==> config.mk <==
export PLATFORM = sky130hd
export DESIGN_NAME = sqp_top
export DESIGN_NICKNAME = d
export VERILOG_FILES = /design/src/design/sqp_meter.v /design/src/design/sqp_top.v
export VERILOG_INCLUDE_DIRS = /design/src /design/src/design
export SDC_FILE = /design/constraint.sdc
export NUM_CORES = 2
export LEC_CHECK = 0
export BUFFER_PORTS_ARGS = -buffer_cell sky130_fd_sc_hd__buf_2
export CORE_MARGIN = 8
export CORE_UTILIZATION = 37
export CTS_CLUSTER_DIAMETER = 50
export CTS_CLUSTER_SIZE = 10
export DETAILED_ROUTE_END_ITERATION = 10
export PLACE_DENSITY_LB_ADDON = 0.25
export SLEW_MARGIN = 10
export SYNTH_ARGS = -nofsm -noshare
export SYNTH_HDL_FRONTEND = slang
export SYNTH_HIERARCHICAL = 1
export SYNTH_SLANG_ARGS = --single-unit
==> constraint.sdc <==
create_clock -name ref_clk -period 32.3 [get_ports ref_clk]
set_clock_uncertainty 0.2 [all_clocks]
set_input_delay 3.23 -clock ref_clk [delete_from_list [all_inputs] [get_ports ref_clk]]
set_output_delay 3.23 -clock ref_clk [all_outputs]
set_load 0.01 [all_outputs]
==> src/design/sqp_map.vh <==
`ifndef SQP_MAP_VH
`define SQP_MAP_VH

// Register byte offsets on the Avalon-MM slave.
`define SQP_OFF_CTRL 6'h00
`define SQP_OFF_PSTATE 6'h04
`define SQP_OFF_DEFPRI 6'h08
`define SQP_OFF_PRIMAP 6'h0c
`define SQP_OFF_DSCP0 6'h10
`define SQP_OFF_DSCP1 6'h14
`define SQP_OFF_DSCP2 6'h18
`define SQP_OFF_DSCP3 6'h1c
`define SQP_OFF_RATE 6'h20
`define SQP_OFF_BURST 6'h24
`define SQP_OFF_THRESH 6'h28
`define SQP_OFF_MULT 6'h2c
`define SQP_OFF_FLUSH 6'h30
`define SQP_OFF_STATUS 6'h34

// Control register field positions.
`define SQP_CTRL_IPSEL 0
`define SQP_CTRL_AWARE 1
`define SQP_CTRL_AVBEX 2
`define SQP_CTRL_EDEN 3
`define SQP_CTRL_HOST_LO 4
`define SQP_CTRL_HOST_HI 6
`define SQP_CTRL_WGT_LO 8
`define SQP_CTRL_WGT_HI 11

// Port state register field positions (one bit per port).
`define SQP_PS_TX_LO 0
`define SQP_PS_RX_LO 8
`define SQP_PS_LI_LO 16
`define SQP_PS_CE_LO 24

// Reset values.
`define SQP_RST_CTRL 32'h0000_0460
`define SQP_RST_PSTATE 32'h007f_0000
`define SQP_RST_DEFPRI 32'h0000_0000
`define SQP_RST_PRIMAP 32'h0000_fa50
`define SQP_RST_DSCP 32'h0000_0000
`define SQP_RST_RATE 32'h0100_0080
`define SQP_RST_BURST 32'h1000_0800
`define SQP_RST_THRESH 32'h8000_2000
`define SQP_RST_MULT 32'h0000_0020

// Colour codes.
`define SQP_GREEN 2'h0
`define SQP_YELLOW 2'h1
`define SQP_RED 2'h2

// Token buckets carry this many fraction bits.
`define SQP_FRAC 8

`endif

==> src/design/sqp_meter.v <==
`timescale 1ns/10ps
`default_nettype none
`include "sqp_map.vh"

module sqp_meter (
   input wire ref_clk, // Core clock.
   input wire rst, // Synchronous reset, active high.
   input wire [15:0] cir, // Committed rate, bytes per cycle with fraction bits.
   input wire [15:0] pir, // Peak rate, bytes per cycle with fraction bits.
   input wire [15:0] cbs, // Committed burst in bytes.
   input wire [15:0] pbs, // Peak burst in bytes.
   input wire aware, // Colour-aware mode.
   input wire chk, // Packet is metered this cycle.
   input wire [15:0] len, // Packet length in bytes.
   input wire [1:0] pre_col, // Colour given by an earlier stage.
   output reg [1:0] col // Colour for the packet in this cycle.
);

   reg [23:0] ctok_r;
   reg [23:0] ptok_r;
   wire [24:0] csum;
   wire [24:0] psum;
   wire [23:0] ccap;
   wire [23:0] pcap;
   wire [23:0] len_f;
   wire [23:0] cfill;
   wire [23:0] pfill;

   // Buckets refill every cycle and saturate at their burst sizes.
   assign len_f = {len, 8'h00};
   assign ccap = {cbs, 8'h00};
   assign pcap = {pbs, 8'h00};
   assign csum = {1'b0, ctok_r} + {9'h000, cir};
   assign psum = {1'b0, ptok_r} + {9'h000, pir};
   assign cfill = (csum > {1'b0, ccap}) ? ccap : csum[23:0];
   assign pfill = (psum > {1'b0, pcap}) ? pcap : psum[23:0];

   // Colour decision; aware mode never upgrades a pre-coloured packet.
   always @* begin
      col = `SQP_GREEN;
      if (pfill < len_f || (aware && pre_col == `SQP_RED)) begin
         col = `SQP_RED;
      end else if (cfill < len_f || (aware && pre_col == `SQP_YELLOW)) begin
         col = `SQP_YELLOW;
      end
   end

   // Red packets spend nothing; yellow spend peak only; green spend both.
   always @(posedge ref_clk) begin
      if (rst) begin
         ctok_r <= 24'h000000;
         ptok_r <= 24'h000000;
      end else begin
         ctok_r <= (chk && col == `SQP_GREEN) ? cfill - len_f : cfill;
         ptok_r <= (chk && col != `SQP_RED) ? pfill - len_f : pfill;
      end
   end

endmodule

`default_nettype wire

==> src/design/sqp_top.v <==
`timescale 1ns/10ps
`default_nettype none
`include "sqp_map.vh"

module sqp_top (
   input wire ref_clk, // Core clock, 125 MHz.
   input wire rst, // Synchronous reset, active high.
   // Avalon-MM slave.
   input wire [5:0] avs_address, // Byte address.
   input wire avs_read, // Read request.
   input wire avs_write, // Write request.
   input wire [31:0] avs_writedata, // Write data.
   input wire [3:0] avs_byteenable, // Byte lanes of a write.
   output reg [31:0] avs_readdata, // Read data.
   output wire avs_waitrequest, // Stall while high.
   // Frame request from the ingress parser.
   input wire req_valid, // One-cycle pulse per frame.
   input wire [2:0] req_port, // Ingress port index, 0 to 6.
   input wire req_tagged, // Frame carries a priority tag.
   input wire [2:0] req_pcp, // Tag priority field.
   input wire req_ip, // Frame carries an IP DSCP field.
   input wire [5:0] req_dscp, // DSCP value.
   input wire [1:0] req_color, // Pre-assigned colour.
   input wire [15:0] req_len, // Frame length in bytes.
   input wire req_avb, // Stream-reservation frame.
   input wire req_to_host, // Destined to the processor.
   input wire req_override, // Matched a static entry with override.
   input wire [6:0] req_egress, // Egress ports asked by lookup.
   input wire [15:0] mem_level, // Packet memory occupancy.
   input wire [15:0] tc_level, // Ingress queue depth of the frame's class.
   input wire [7:0] rnd_seed, // Added into the drop random source.
   // Decision, one cycle after the request.
   output reg res_valid, // One-cycle pulse.
   output reg [2:0] res_pcp, // Tag priority after the ceiling.
   output reg [1:0] res_queue, // Egress queue code.
   output reg [1:0] res_color, // Marked colour.
   output reg res_drop, // Frame is dropped.
   output reg res_learn, // Source address may be learned.
   output reg [6:0] res_egress, // Egress ports after state gating.
   output reg [6:0] flush_ports, // Ports whose table entries are to be flushed.
   output reg flush_valid // One-cycle pulse with flush_ports.
);

   localparam ST_IDLE = 1'b0;
   localparam ST_ACK = 1'b1;

   reg st_r;
   reg [31:0] ctrl_r;
   reg [31:0] pstate_r;
   reg [31:0] defpri_r;
   reg [31:0] primap_r;
   reg [31:0] dscp_r [0:3];
   reg [31:0] rate_r;
   reg [31:0] burst_r;
   reg [31:0] thresh_r;
   reg [31:0] mult_r;
   reg [15:0] avg_r;
   reg [15:0] drops_r;
   reg [15:0] lfsr_r;
   reg [31:0] rd_nxt;
   reg [31:0] wmask;
   reg [6:0] flush_mask_nxt;
   integer k;

   // Two-bit field of a packed table.
   function [1:0] get2;
      input [127:0] tbl;
      input [5:0] idx;
      begin
         get2 = tbl[{idx, 1'b0} +: 2];
      end
   endfunction

   // Three-bit per-port field.
   function [2:0] get3;
      input [31:0] tbl;
      input [2:0] idx;
      begin
         get3 = tbl[idx * 3 +: 3];
      end
   endfunction

   // Byte-lane merge of a write into an existing register.
   function [31:0] merge;
      input [31:0] old;
      input [31:0] wd;
      input [31:0] m;
      begin
         merge = (old & ~m) | (wd & m);
      end
   endfunction

   // Every access answers on its second cycle; the master sees one wait state.
   assign avs_waitrequest = (avs_read || avs_write) && st_r == ST_IDLE;

   always @* begin
      for (k = 0; k < 4; k = k + 1) begin
         wmask[k * 8 +: 8] = avs_byteenable[k] ? 8'hff : 8'h00;
      end
   end

   // Bus handshake state.
   always @(posedge ref_clk) begin
      if (rst) begin
         st_r <= ST_IDLE;
      end else begin
         case (st_r)
            ST_IDLE: begin
               if (avs_read || avs_write) begin
                  st_r <= ST_ACK;
               end
            end
            ST_ACK: begin
               st_r <= ST_IDLE;
            end
            default: begin
               st_r <= ST_IDLE;
            end
         endcase
      end
   end

   // Read mux; unmapped offsets read as zero.
   always @* begin
      case (avs_address)
         `SQP_OFF_CTRL: rd_nxt = ctrl_r;
         `SQP_OFF_PSTATE: rd_nxt = pstate_r;
         `SQP_OFF_DEFPRI: rd_nxt = defpri_r;
         `SQP_OFF_PRIMAP: rd_nxt = primap_r;
         `SQP_OFF_DSCP0: rd_nxt = dscp_r[0];
         `SQP_OFF_DSCP1: rd_nxt = dscp_r[1];
         `SQP_OFF_DSCP2: rd_nxt = dscp_r[2];
         `SQP_OFF_DSCP3: rd_nxt = dscp_r[3];
         `SQP_OFF_RATE: rd_nxt = rate_r;
         `SQP_OFF_BURST: rd_nxt = burst_r;
         `SQP_OFF_THRESH: rd_nxt = thresh_r;
         `SQP_OFF_MULT: rd_nxt = mult_r;
         `SQP_OFF_FLUSH: rd_nxt = {25'h0000000, pstate_r[`SQP_PS_LI_LO +: 7]};
         `SQP_OFF_STATUS: rd_nxt = {drops_r, avg_r};
         default: rd_nxt = 32'h00000000;
      endcase
   end

   always @(posedge ref_clk) begin
      if (rst) begin
         avs_readdata <= 32'h00000000;
      end else if (avs_read && st_r == ST_IDLE) begin
         avs_readdata <= rd_nxt;
      end
   end

   // Flush is honoured only for ports whose learning is inhibited.
   always @* begin
      flush_mask_nxt = avs_writedata[6:0] & pstate_r[`SQP_PS_LI_LO +: 7];
   end

   // Register writes take effect on the accepting edge.
   always @(posedge ref_clk) begin
      if (rst) begin
         ctrl_r <= `SQP_RST_CTRL;
         pstate_r <= `SQP_RST_PSTATE;
         defpri_r <= `SQP_RST_DEFPRI;
         primap_r <= `SQP_RST_PRIMAP;
         dscp_r[0] <= `SQP_RST_DSCP;
         dscp_r[1] <= `SQP_RST_DSCP;
         dscp_r[2] <= `SQP_RST_DSCP;
         dscp_r[3] <= `SQP_RST_DSCP;
         rate_r <= `SQP_RST_RATE;
         burst_r <= `SQP_RST_BURST;
         thresh_r <= `SQP_RST_THRESH;
         mult_r <= `SQP_RST_MULT;
         flush_ports <= 7'h00;
         flush_valid <= 1'b0;
      end else begin
         flush_valid <= 1'b0;
         if (avs_write && st_r == ST_ACK) begin
            case (avs_address)
               `SQP_OFF_CTRL: ctrl_r <= merge(ctrl_r, avs_writedata, wmask) & 32'h00000f7f;
               `SQP_OFF_PSTATE: pstate_r <= merge(pstate_r, avs_writedata, wmask) & 32'h7f7f7f7f;
               `SQP_OFF_DEFPRI: defpri_r <= merge(defpri_r, avs_writedata, wmask) & 32'h001fffff;
               `SQP_OFF_PRIMAP: primap_r <= merge(primap_r, avs_writedata, wmask) & 32'h0000ffff;
               `SQP_OFF_DSCP0: dscp_r[0] <= merge(dscp_r[0], avs_writedata, wmask);
               `SQP_OFF_DSCP1: dscp_r[1] <= merge(dscp_r[1], avs_writedata, wmask);
               `SQP_OFF_DSCP2: dscp_r[2] <= merge(dscp_r[2], avs_writedata, wmask);
               `SQP_OFF_DSCP3: dscp_r[3] <= merge(dscp_r[3], avs_writedata, wmask);
               `SQP_OFF_RATE: rate_r <= merge(rate_r, avs_writedata, wmask);
               `SQP_OFF_BURST: burst_r <= merge(burst_r, avs_writedata, wmask);
               `SQP_OFF_THRESH: thresh_r <= merge(thresh_r, avs_writedata, wmask);
               `SQP_OFF_MULT: mult_r <= merge(mult_r, avs_writedata, wmask) & 32'h000000ff;
               `SQP_OFF_FLUSH: begin
                  flush_ports <= flush_mask_nxt;
                  flush_valid <= avs_byteenable[0] && flush_mask_nxt != 7'h00;
               end
               default: begin
               end
            endcase
         end
      end
   end

   // Classification.
   wire [2:0] host_idx;
   wire [2:0] def_pri;
   wire ceil_en;
   wire [2:0] pcp_eff;
   wire [2:0] pri_src;
   wire [1:0] queue_nxt;
   wire is_host;

   assign host_idx = ctrl_r[`SQP_CTRL_HOST_HI:`SQP_CTRL_HOST_LO];
   assign is_host = req_port == host_idx;
   assign def_pri = get3(defpri_r, req_port);
   assign ceil_en = pstate_r[`SQP_PS_CE_LO + req_port];
   // Ceiling only lowers a priority that is numerically above the default.
   assign pcp_eff = (ceil_en && req_pcp > def_pri) ? def_pri : req_pcp;
   // Untagged frames fall back to the port default priority.
   assign pri_src = req_tagged ? pcp_eff : def_pri;
   assign queue_nxt = (ctrl_r[`SQP_CTRL_IPSEL] && req_ip) ?
                      get2({dscp_r[3], dscp_r[2], dscp_r[1], dscp_r[0]}, req_dscp) :
                      get2({112'h0, primap_r[15:0]}, {3'h0, pri_src});

   // Metering.
   wire [1:0] color_nxt;

   sqp_meter u_meter (
      .ref_clk(ref_clk),
      .rst(rst),
      .cir(rate_r[15:0]),
      .pir(rate_r[31:16]),
      .cbs(burst_r[15:0]),
      .pbs(burst_r[31:16]),
      .aware(ctrl_r[`SQP_CTRL_AWARE]),
      .chk(req_valid),
      .len(req_len),
      .pre_col(req_color),
      .col(color_nxt)
   );

   // Early drop: the deeper of the averaged memory level and the class queue is policed.
   wire [3:0] wgt;
   wire [15:0] min_th;
   wire [15:0] max_th;
   wire [15:0] depth;
   wire [15:0] span;
   wire [15:0] over;
   wire [23:0] lhs;
   wire [23:0] rhs;
   reg ed_drop;
   wire exempt;

   assign wgt = ctrl_r[`SQP_CTRL_WGT_HI:`SQP_CTRL_WGT_LO];
   assign min_th = thresh_r[15:0];
   assign max_th = thresh_r[31:16];
   assign depth = (avg_r > tc_level) ? avg_r : tc_level;
   assign span = max_th - min_th;
   assign over = depth - min_th;
   // Compare rnd*span with mult*over instead of dividing; mult is a fraction of 256.
   assign lhs = lfsr_r[7:0] * span;
   assign rhs = mult_r[7:0] * over;
   assign exempt = ctrl_r[`SQP_CTRL_AVBEX] && req_avb;

   always @* begin
      ed_drop = 1'b0;
      if (!ctrl_r[`SQP_CTRL_EDEN] || exempt || depth <= min_th) begin
         ed_drop = 1'b0;
      end else if (depth > max_th) begin
         ed_drop = 1'b1;
      end else begin
         ed_drop = lhs < rhs;
      end
   end

   // EWMA of memory occupancy, one step per frame request, dropped or not; a larger weight smooths more.
   always @(posedge ref_clk) begin
      if (rst) begin
         avg_r <= 16'h0000;
         lfsr_r <= 16'hace1;
         drops_r <= 16'h0000;
      end else begin
         lfsr_r <= {lfsr_r[14:0], lfsr_r[15] ^ lfsr_r[13] ^ lfsr_r[12] ^ lfsr_r[10]} ^ {8'h00, rnd_seed};
         if (req_valid) begin
            avg_r <= avg_r - (avg_r >> wgt) + (mem_level >> wgt);
            if (ed_drop) begin
               drops_r <= drops_r + 16'h0001;
            end
         end
      end
   end

   // Port state gating. Disabled, blocking, listening and discarding share bits 0,0,1,
   // so they act alike: only processor-bound override traffic leaves such a port, unless it is the host port.
   wire rx_en;
   wire learn_inh;
   wire [6:0] tx_en;
   wire rx_ok;

   assign rx_en = pstate_r[`SQP_PS_RX_LO + req_port];
   assign learn_inh = pstate_r[`SQP_PS_LI_LO + req_port];
   assign tx_en = pstate_r[`SQP_PS_TX_LO +: 7];
   assign rx_ok = is_host || rx_en || (req_to_host && req_override);

   always @(posedge ref_clk) begin
      if (rst) begin
         res_valid <= 1'b0;
         res_pcp <= 3'h0;
         res_queue <= 2'h0;
         res_color <= `SQP_GREEN;
         res_drop <= 1'b0;
         res_learn <= 1'b0;
         res_egress <= 7'h00;
      end else begin
         res_valid <= req_valid;
         if (req_valid) begin
            res_pcp <= pri_src;
            res_queue <= queue_nxt;
            res_color <= color_nxt;
            res_drop <= ed_drop || !rx_ok;
            res_learn <= !is_host && !learn_inh;
            // Host frames reach any port; others reach ports with transmit on plus the host, or only the host if receive is off.
            if (is_host) begin
               res_egress <= req_egress;
            end else if (rx_en) begin
               res_egress <= req_egress & (tx_en | (7'h01 << host_idx));
            end else begin
               res_egress <= req_egress & (7'h01 << host_idx);
            end
         end
      end
   end

endmodule

`default_nettype wire

Word level (Yosys, flattened, before mapping). Memory sizes are Yosys's and may differ from the RTL's. Cells that the tools add are included.

Memories: 1. Memory bits (writable): 128. Flip-flop bits (word level): 334. Input port bits: 129.

Magnitude comparators: 12. Bitwise operators: 41. $add $sub $neg: 12. Shift-type cells: 6. Multipliers: 3. Equal/unequal tests: 17. Muxes and demuxes: 49. Reduce and logical (&&, ||, !) cells: 39.

Memories: dscp_r (depth 4, width 32, read ports 4, clocked after memory_dff 0, wr ports 4, line sqp_top.v:52) `reg [31:0] dscp_r [0:3];`.

Operators by type and width (count): $pmux W32 S14 (1); $and A32 B32 Y32 (8); $or A32 B32 Y32 (7); $mux W32 (4); $shiftx A128 B5 Y2 (1); $shiftx A128 B8 Y2 (1); $mux W24 (4); $lt A24 B24 Y1 (3); $add A24 B16 Y25 (2); $gt A25 B24 Y1 (2); $mul A8 B16 Y24 (2); $sub A16 B16 Y16 (3); $sub A24 B24 Y24 (2); $eq A6 B6 Y1 const B (6); $gt A16 B16 Y1 (2); $mux W8 (4); $not A32 Y32 (1); $shiftx A32 B6 Y3 (1); $shr A16 B4 Y16 (2); $and A31 B31 Y31 (1); $or A31 B31 Y31 (1); $mux W1 (25); $eq A6 B5 Y1 const B (4); $and A21 B21 Y21 (1); other kinds (43) (91).

Logic depth before layout (Yosys ltp).
Word-level depth: 10. Depth in mapped cells: 50.

Cells and area by module. The synthesis kept the hierarchy.

By module, submodules not included: sqp_top (cells each 3801, instances 1, area each 32964.1 um2); sqp_meter (cells each 818, instances 1, area each 6393.6 um2).

Worst setup path after synthesis. No wires, ideal clock.

Kind: input to register. From: in tc_level[9]. To: reg drops_r[12]. Arrival: 13.053 ns. Path slack: 18.926 ns. Data required time: 31.979 ns. Stages: 47. Library setup time: 0.121 ns. Cell sequence: inv_1 > ha_1 > a21o_1 > a21o_1 > a21oi_1 > nor2b_1 > o21ai_0 > nand2b_1 > a211oi_1 > clkbuf_1 > o31ai_1 > nor3_1 > ha_1 > inv_1 > fa_1 > a21o_1 > a21oi_1 > nor2b_1 > [11 not listed] > inv_1 > ha_1 > a21o_1 > a21o_1 > a21oi_1 > nor2_1 > a2111oi_0 > a21oi_1 > xnor2_1 > ha_1 > nand4_1 > or2_2 > nor2_1 > o211ai_1 > a211oi_4 > nor3_4 > nand4_1 > mux2_2.

Longest elaborated chain between the ends: 8. Elaborated cells between the ends (all ways): 11. Those cells by class: 1 x add/sub; 1 x mul; 4 x order compare; 3 x mux; 2 x reduce/logical.

Ends and longest elaborated chain: start: declaration (line sqp_top.v:30) `input wire [15:0] tc_level,`; $gt A16 B16 Y1 (line sqp_top.v:254) `assign depth = (avg_r > tc_level) ? avg_r : tc_level;`; $mux W16 * (line sqp_top.v:254); $sub A16 B16 Y16 (line sqp_top.v:256) `assign over = depth - min_th;`; $mul A8 B16 Y24 (line sqp_top.v:259) `assign rhs = mult_r[7:0] * over;`; $lt A24 B24 Y1 (line sqp_top.v:269) `ed_drop = lhs < rhs;`; $mux W1 (line sqp_top.v:266) `end else if (depth > max_th) begin`; $mux W1 * (line sqp_top.v:264) `` if (!ctrl_r[`SQP_CTRL_EDEN] || exempt || depth <= min_th) begin ``; $reduce_and A2 Y1 (no line) *; end signal: assignment (line sqp_top.v:284) `drops_r <= drops_r + 16'h0001;`; end: declaration (line sqp_top.v:58) `reg [15:0] drops_r;`.

Mark *: on every way between the ends. The rest lies on a longest branch, timed or not. A chain may end at the register's enable or synchronous reset.

Worst setup path in the final report.
From: in tc_level[1]. To: reg drops_r[12].

Same word-level chain as after synthesis.

==> summary.txt <==
Setup path
  • CP Data Required Time: 32.63 ns
  • Worst setup SP type: input pin
  • Max stage delay on crit path: 0.68 ns
  • Worst Setup Path Type: in2reg
  • Critical path buffers and inverters: 7
  • R2R Path End: drops_r[12]
  • Reg-to-reg startpoint: avg_r[9]
  • Critical Path End: drops_r[12]
  • R2R Setup Slk: 20.34 ns
  • Slowest stage cell, crit path: a211oi_4
  • Worst setup path start: tc_level[1]
  • Cell depth of the worst setup path: 48
  • Worst Setup End Kind: register
  • R2r worst-path depth: 45
  • Crit path max fanout: 32
  • Arrival @ worst endpoint: 14.41 ns
  • Delay-heaviest family, CP: compound AO/OA/AOI/OAI gates

Synth
  • Post-Synth Simple-Gate Area: 20.9%
  • Yosys warns: 6
  • Syn Area/Cell: 8.52 um^2
  • EDFF count, synth: 128
  • Post-synthesis cell count: 4619
  • Synth cell types: 106
  • Mapped cell area: 0.0394 mm^2
  • #FFs+latches synth: 462
  • Total nets after synthesis: 5227
  • Synth Area in XOR/XNOR: 3.40%
  • Compound-cell area share of the yosys netlist: 18.7%
  • Synth Area in Adders: 18.8%
  • Ys async rst share: 0%
  • Largest family of logic cells by synthesized area: simple AND/OR/NAND/NOR gates
  • Sequential-to-total area share from yosys stat: 26.8%
  • Proportion of synthesized area in mux cells: 5.56%
  • Primary FF master, synth: dfxtp_1

Placement
  • Routability Congestion: 0.977
  • Port Buf Inserts: 186
  • DP HPWL: 113 mm
  • Placed Cells: 6008

Final layout
  • Layout cells sized above 1: 10.7%
  • Most common cell after layout, fill and taps aside: nand2_1
  • Non-Filler Instances: 6131
  • Util after Layout: 41.5%
  • Fillers: 10596
  • Most frequent cells in the layout: nand2_1, a21oi_1, inv_1
  • Nets: 5293
  • Area delta synth->final: 11.3%

Global routing
  • Total Routing Usage GR: 24.5%
  • First-pass GRT wire length: 222 mm
  • Vias in the first global route: 34380
  • Met2 Use GR: 37.7%
  • Grt ovf: 0
  • Met3 Usage GRT: 7.02%
  • Largest net degree at the start of global routing: 99
  • GR met1 Demand/Resource: 32.3%
  • Gr busiest metal: met2
  • Initial antenna violation count: 13

Die
  • Initial core utilization: 37.3%
  • Die H: 342 um
  • Die Wd: 342 um
  • Die outline area: 0.117 mm^2
  • Num ports: 187
  • Core area: 0.105 mm^2
  • Row count: 119

Timing
  • Final setup TNS: 0 ns
  • # setup viols final: 0
  • Fmax: 71.0 MHz
  • Final period util: 43.6%
  • Fin. Hold Viols: 0
  • Worst-Margin Slew: 1.27 ns
  • Final slew viol count: 0
  • Tmin final: 14.08 ns
  • RSZ-0062 raised after global routing: false
  • Slew margin rel.: 12.7%

Clock network
  • Clock Sink Count: 462
  • Clk_lat worst skew: 0.64 ns
  • CTS Buf Count: 66
  • Clock buffer depth: 3
  • CTS Hold Bufs: 0
  • Root Buffer: clkbuf_16
  • CTS tree: yes
  • H-tree levels: 3
  • Post CTS Setup Buffer Count: 0
  • # resized after CTS: 0
  • Worst-path clk slew: 0.06 ns

Power
  • PwrDens: 57.9 mW/mm^2
  • Leakage power: 17.5 nW
  • VDD IR max: 0.0461 mV

Routing
  • Drt first pass iters: 10
  • # DRC: 0
  • DR vias/cell: 5.89
  • Starting DRT DRC Count: 4180
  • Final WL: 149 mm
  • Antenna Violating Nets Remaining: 0
  • Wire per inst: 24.3 um
  • Vias: 36090

Worst hold path
  • Hold Path Depth: 1
  • Min-delay worst type: reg2reg

Flow run
  • Max Cap Viol: 0

Status
  • Outcome: finished, final reports clean
==> layout make-up <==
cell class                 count  area, um^2  area share, %
multi-input combinational   3562       26600           60.8
sequential                   462       10500           24.0
clock buffer                  97        1960           4.48
tap                         1391        1740           3.97
timing repair buffer         241        1350           3.09
inverter                     352        1320           3.02
clock inverter                18         260          0.594
antenna                        8        20.0         0.0457
==> kinds of logic (layout without fill, tap and decap cells) <==
kind of cell    Yosys count  in the layout
simple gates           1673           1673
fa+ha+maj               479            479
compound gates         1118           1118
buf+inv                 595            708
other cells               0              8
xor+xnor                153            153
mux                     139            139
flops                   462            462
==> worst min path at each step <==
stage / startpoint / to
2_1_floorplan: lfsr_r[9] / lfsr_r[10]
3_3_place_gp: lfsr_r[9] / lfsr_r[10]
3_5_place_dp: lfsr_r[9] / lfsr_r[10]
4_1_cts: lfsr_r[9] / lfsr_r[10]
5_1_grt: lfsr_r[9] / lfsr_r[10]
6_report: lfsr_r[9] / lfsr_r[10]
==> power breakdown <==
| group | internal, mW | leakage, nW | total [mW] | switching (mW) |
|---|---|---|---|---|
| Sequential | 0.622 | 4.02 | 0.673 | 0.0511 |
| Clock | 0.444 | 1.08 | 0.743 | 0.299 |
| Combinational | 0.447 | 12.4 | 1.12 | 0.671 |
| Total | 1.51 | 17.5 | 2.53 | 1.02 |
==> synth_stat cells (all sizes together), types with 16 or more instances <==
master | number | share of area, %
nand2 | 635 | 6.1
a21oi | 499 | 6.4
inv | 351 | 3.3
dfxtp | 334 | 17
ha | 290 | 9.2
nor2 | 219 | 2.1
clkbuf | 202 | 1.9
fa | 189 | 9.6
nand2b | 163 | 2.6
and2 | 160 | 2.5
nand3 | 155 | 2.0
edfxtp | 128 | 9.8
xnor2 | 105 | 2.3
o21ai | 90 | 1.2
nor3 | 79 | 1.0
a21o | 67 | 1.3
mux4 | 60 | 3.4
mux2i | 55 | 1.4
nor2b | 54 | 0.88
a222oi | 48 | 1.2
xor2 | 48 | 1.1
and3 | 47 | 0.77
nand4 | 46 | 0.73
a22oi | 41 | 0.79
buf | 41 | 0.56
o21a | 41 | 0.78
a31oi | 38 | 0.60
a211oi | 36 | 0.76
a221oi | 36 | 0.83
o211ai | 36 | 0.69
a22o | 33 | 0.73
nand3b | 30 | 0.57
mux2 | 24 | 0.70
or2 | 18 | 0.29
nor4 | 17 | 0.27
o21bai | 16 | 0.31
o31ai | 16 | 0.31
==> routing by layer <==
layer | up-vias | routed length, um
met2 | 1844 | 64300
li1 | 16521 | -
met1 | 17348 | 60600
met5 | - | 23
met4 | 4 | 7210
met3 | 373 | 16700
==> through the flow <==
stage / power (mW) / setup slack [ns] / instance area, um^2 / hold slack [ns]
2_1_floorplan: 1.50 / 18.93 / 39400 / 0.189
3_3_place_gp: 1.78 / 17.79 / 41500 / 0.193
3_5_place_dp: 1.79 / 17.58 / 41500 / 0.198
4_1_cts: 2.53 / 18.21 / 43800 / 0.204
5_1_grt: 2.69 / 17.33 / 43800 / 0.218
6_report: 2.53 / 18.22 / 43800 / 0.211
(Power assumes the default switching activity.)
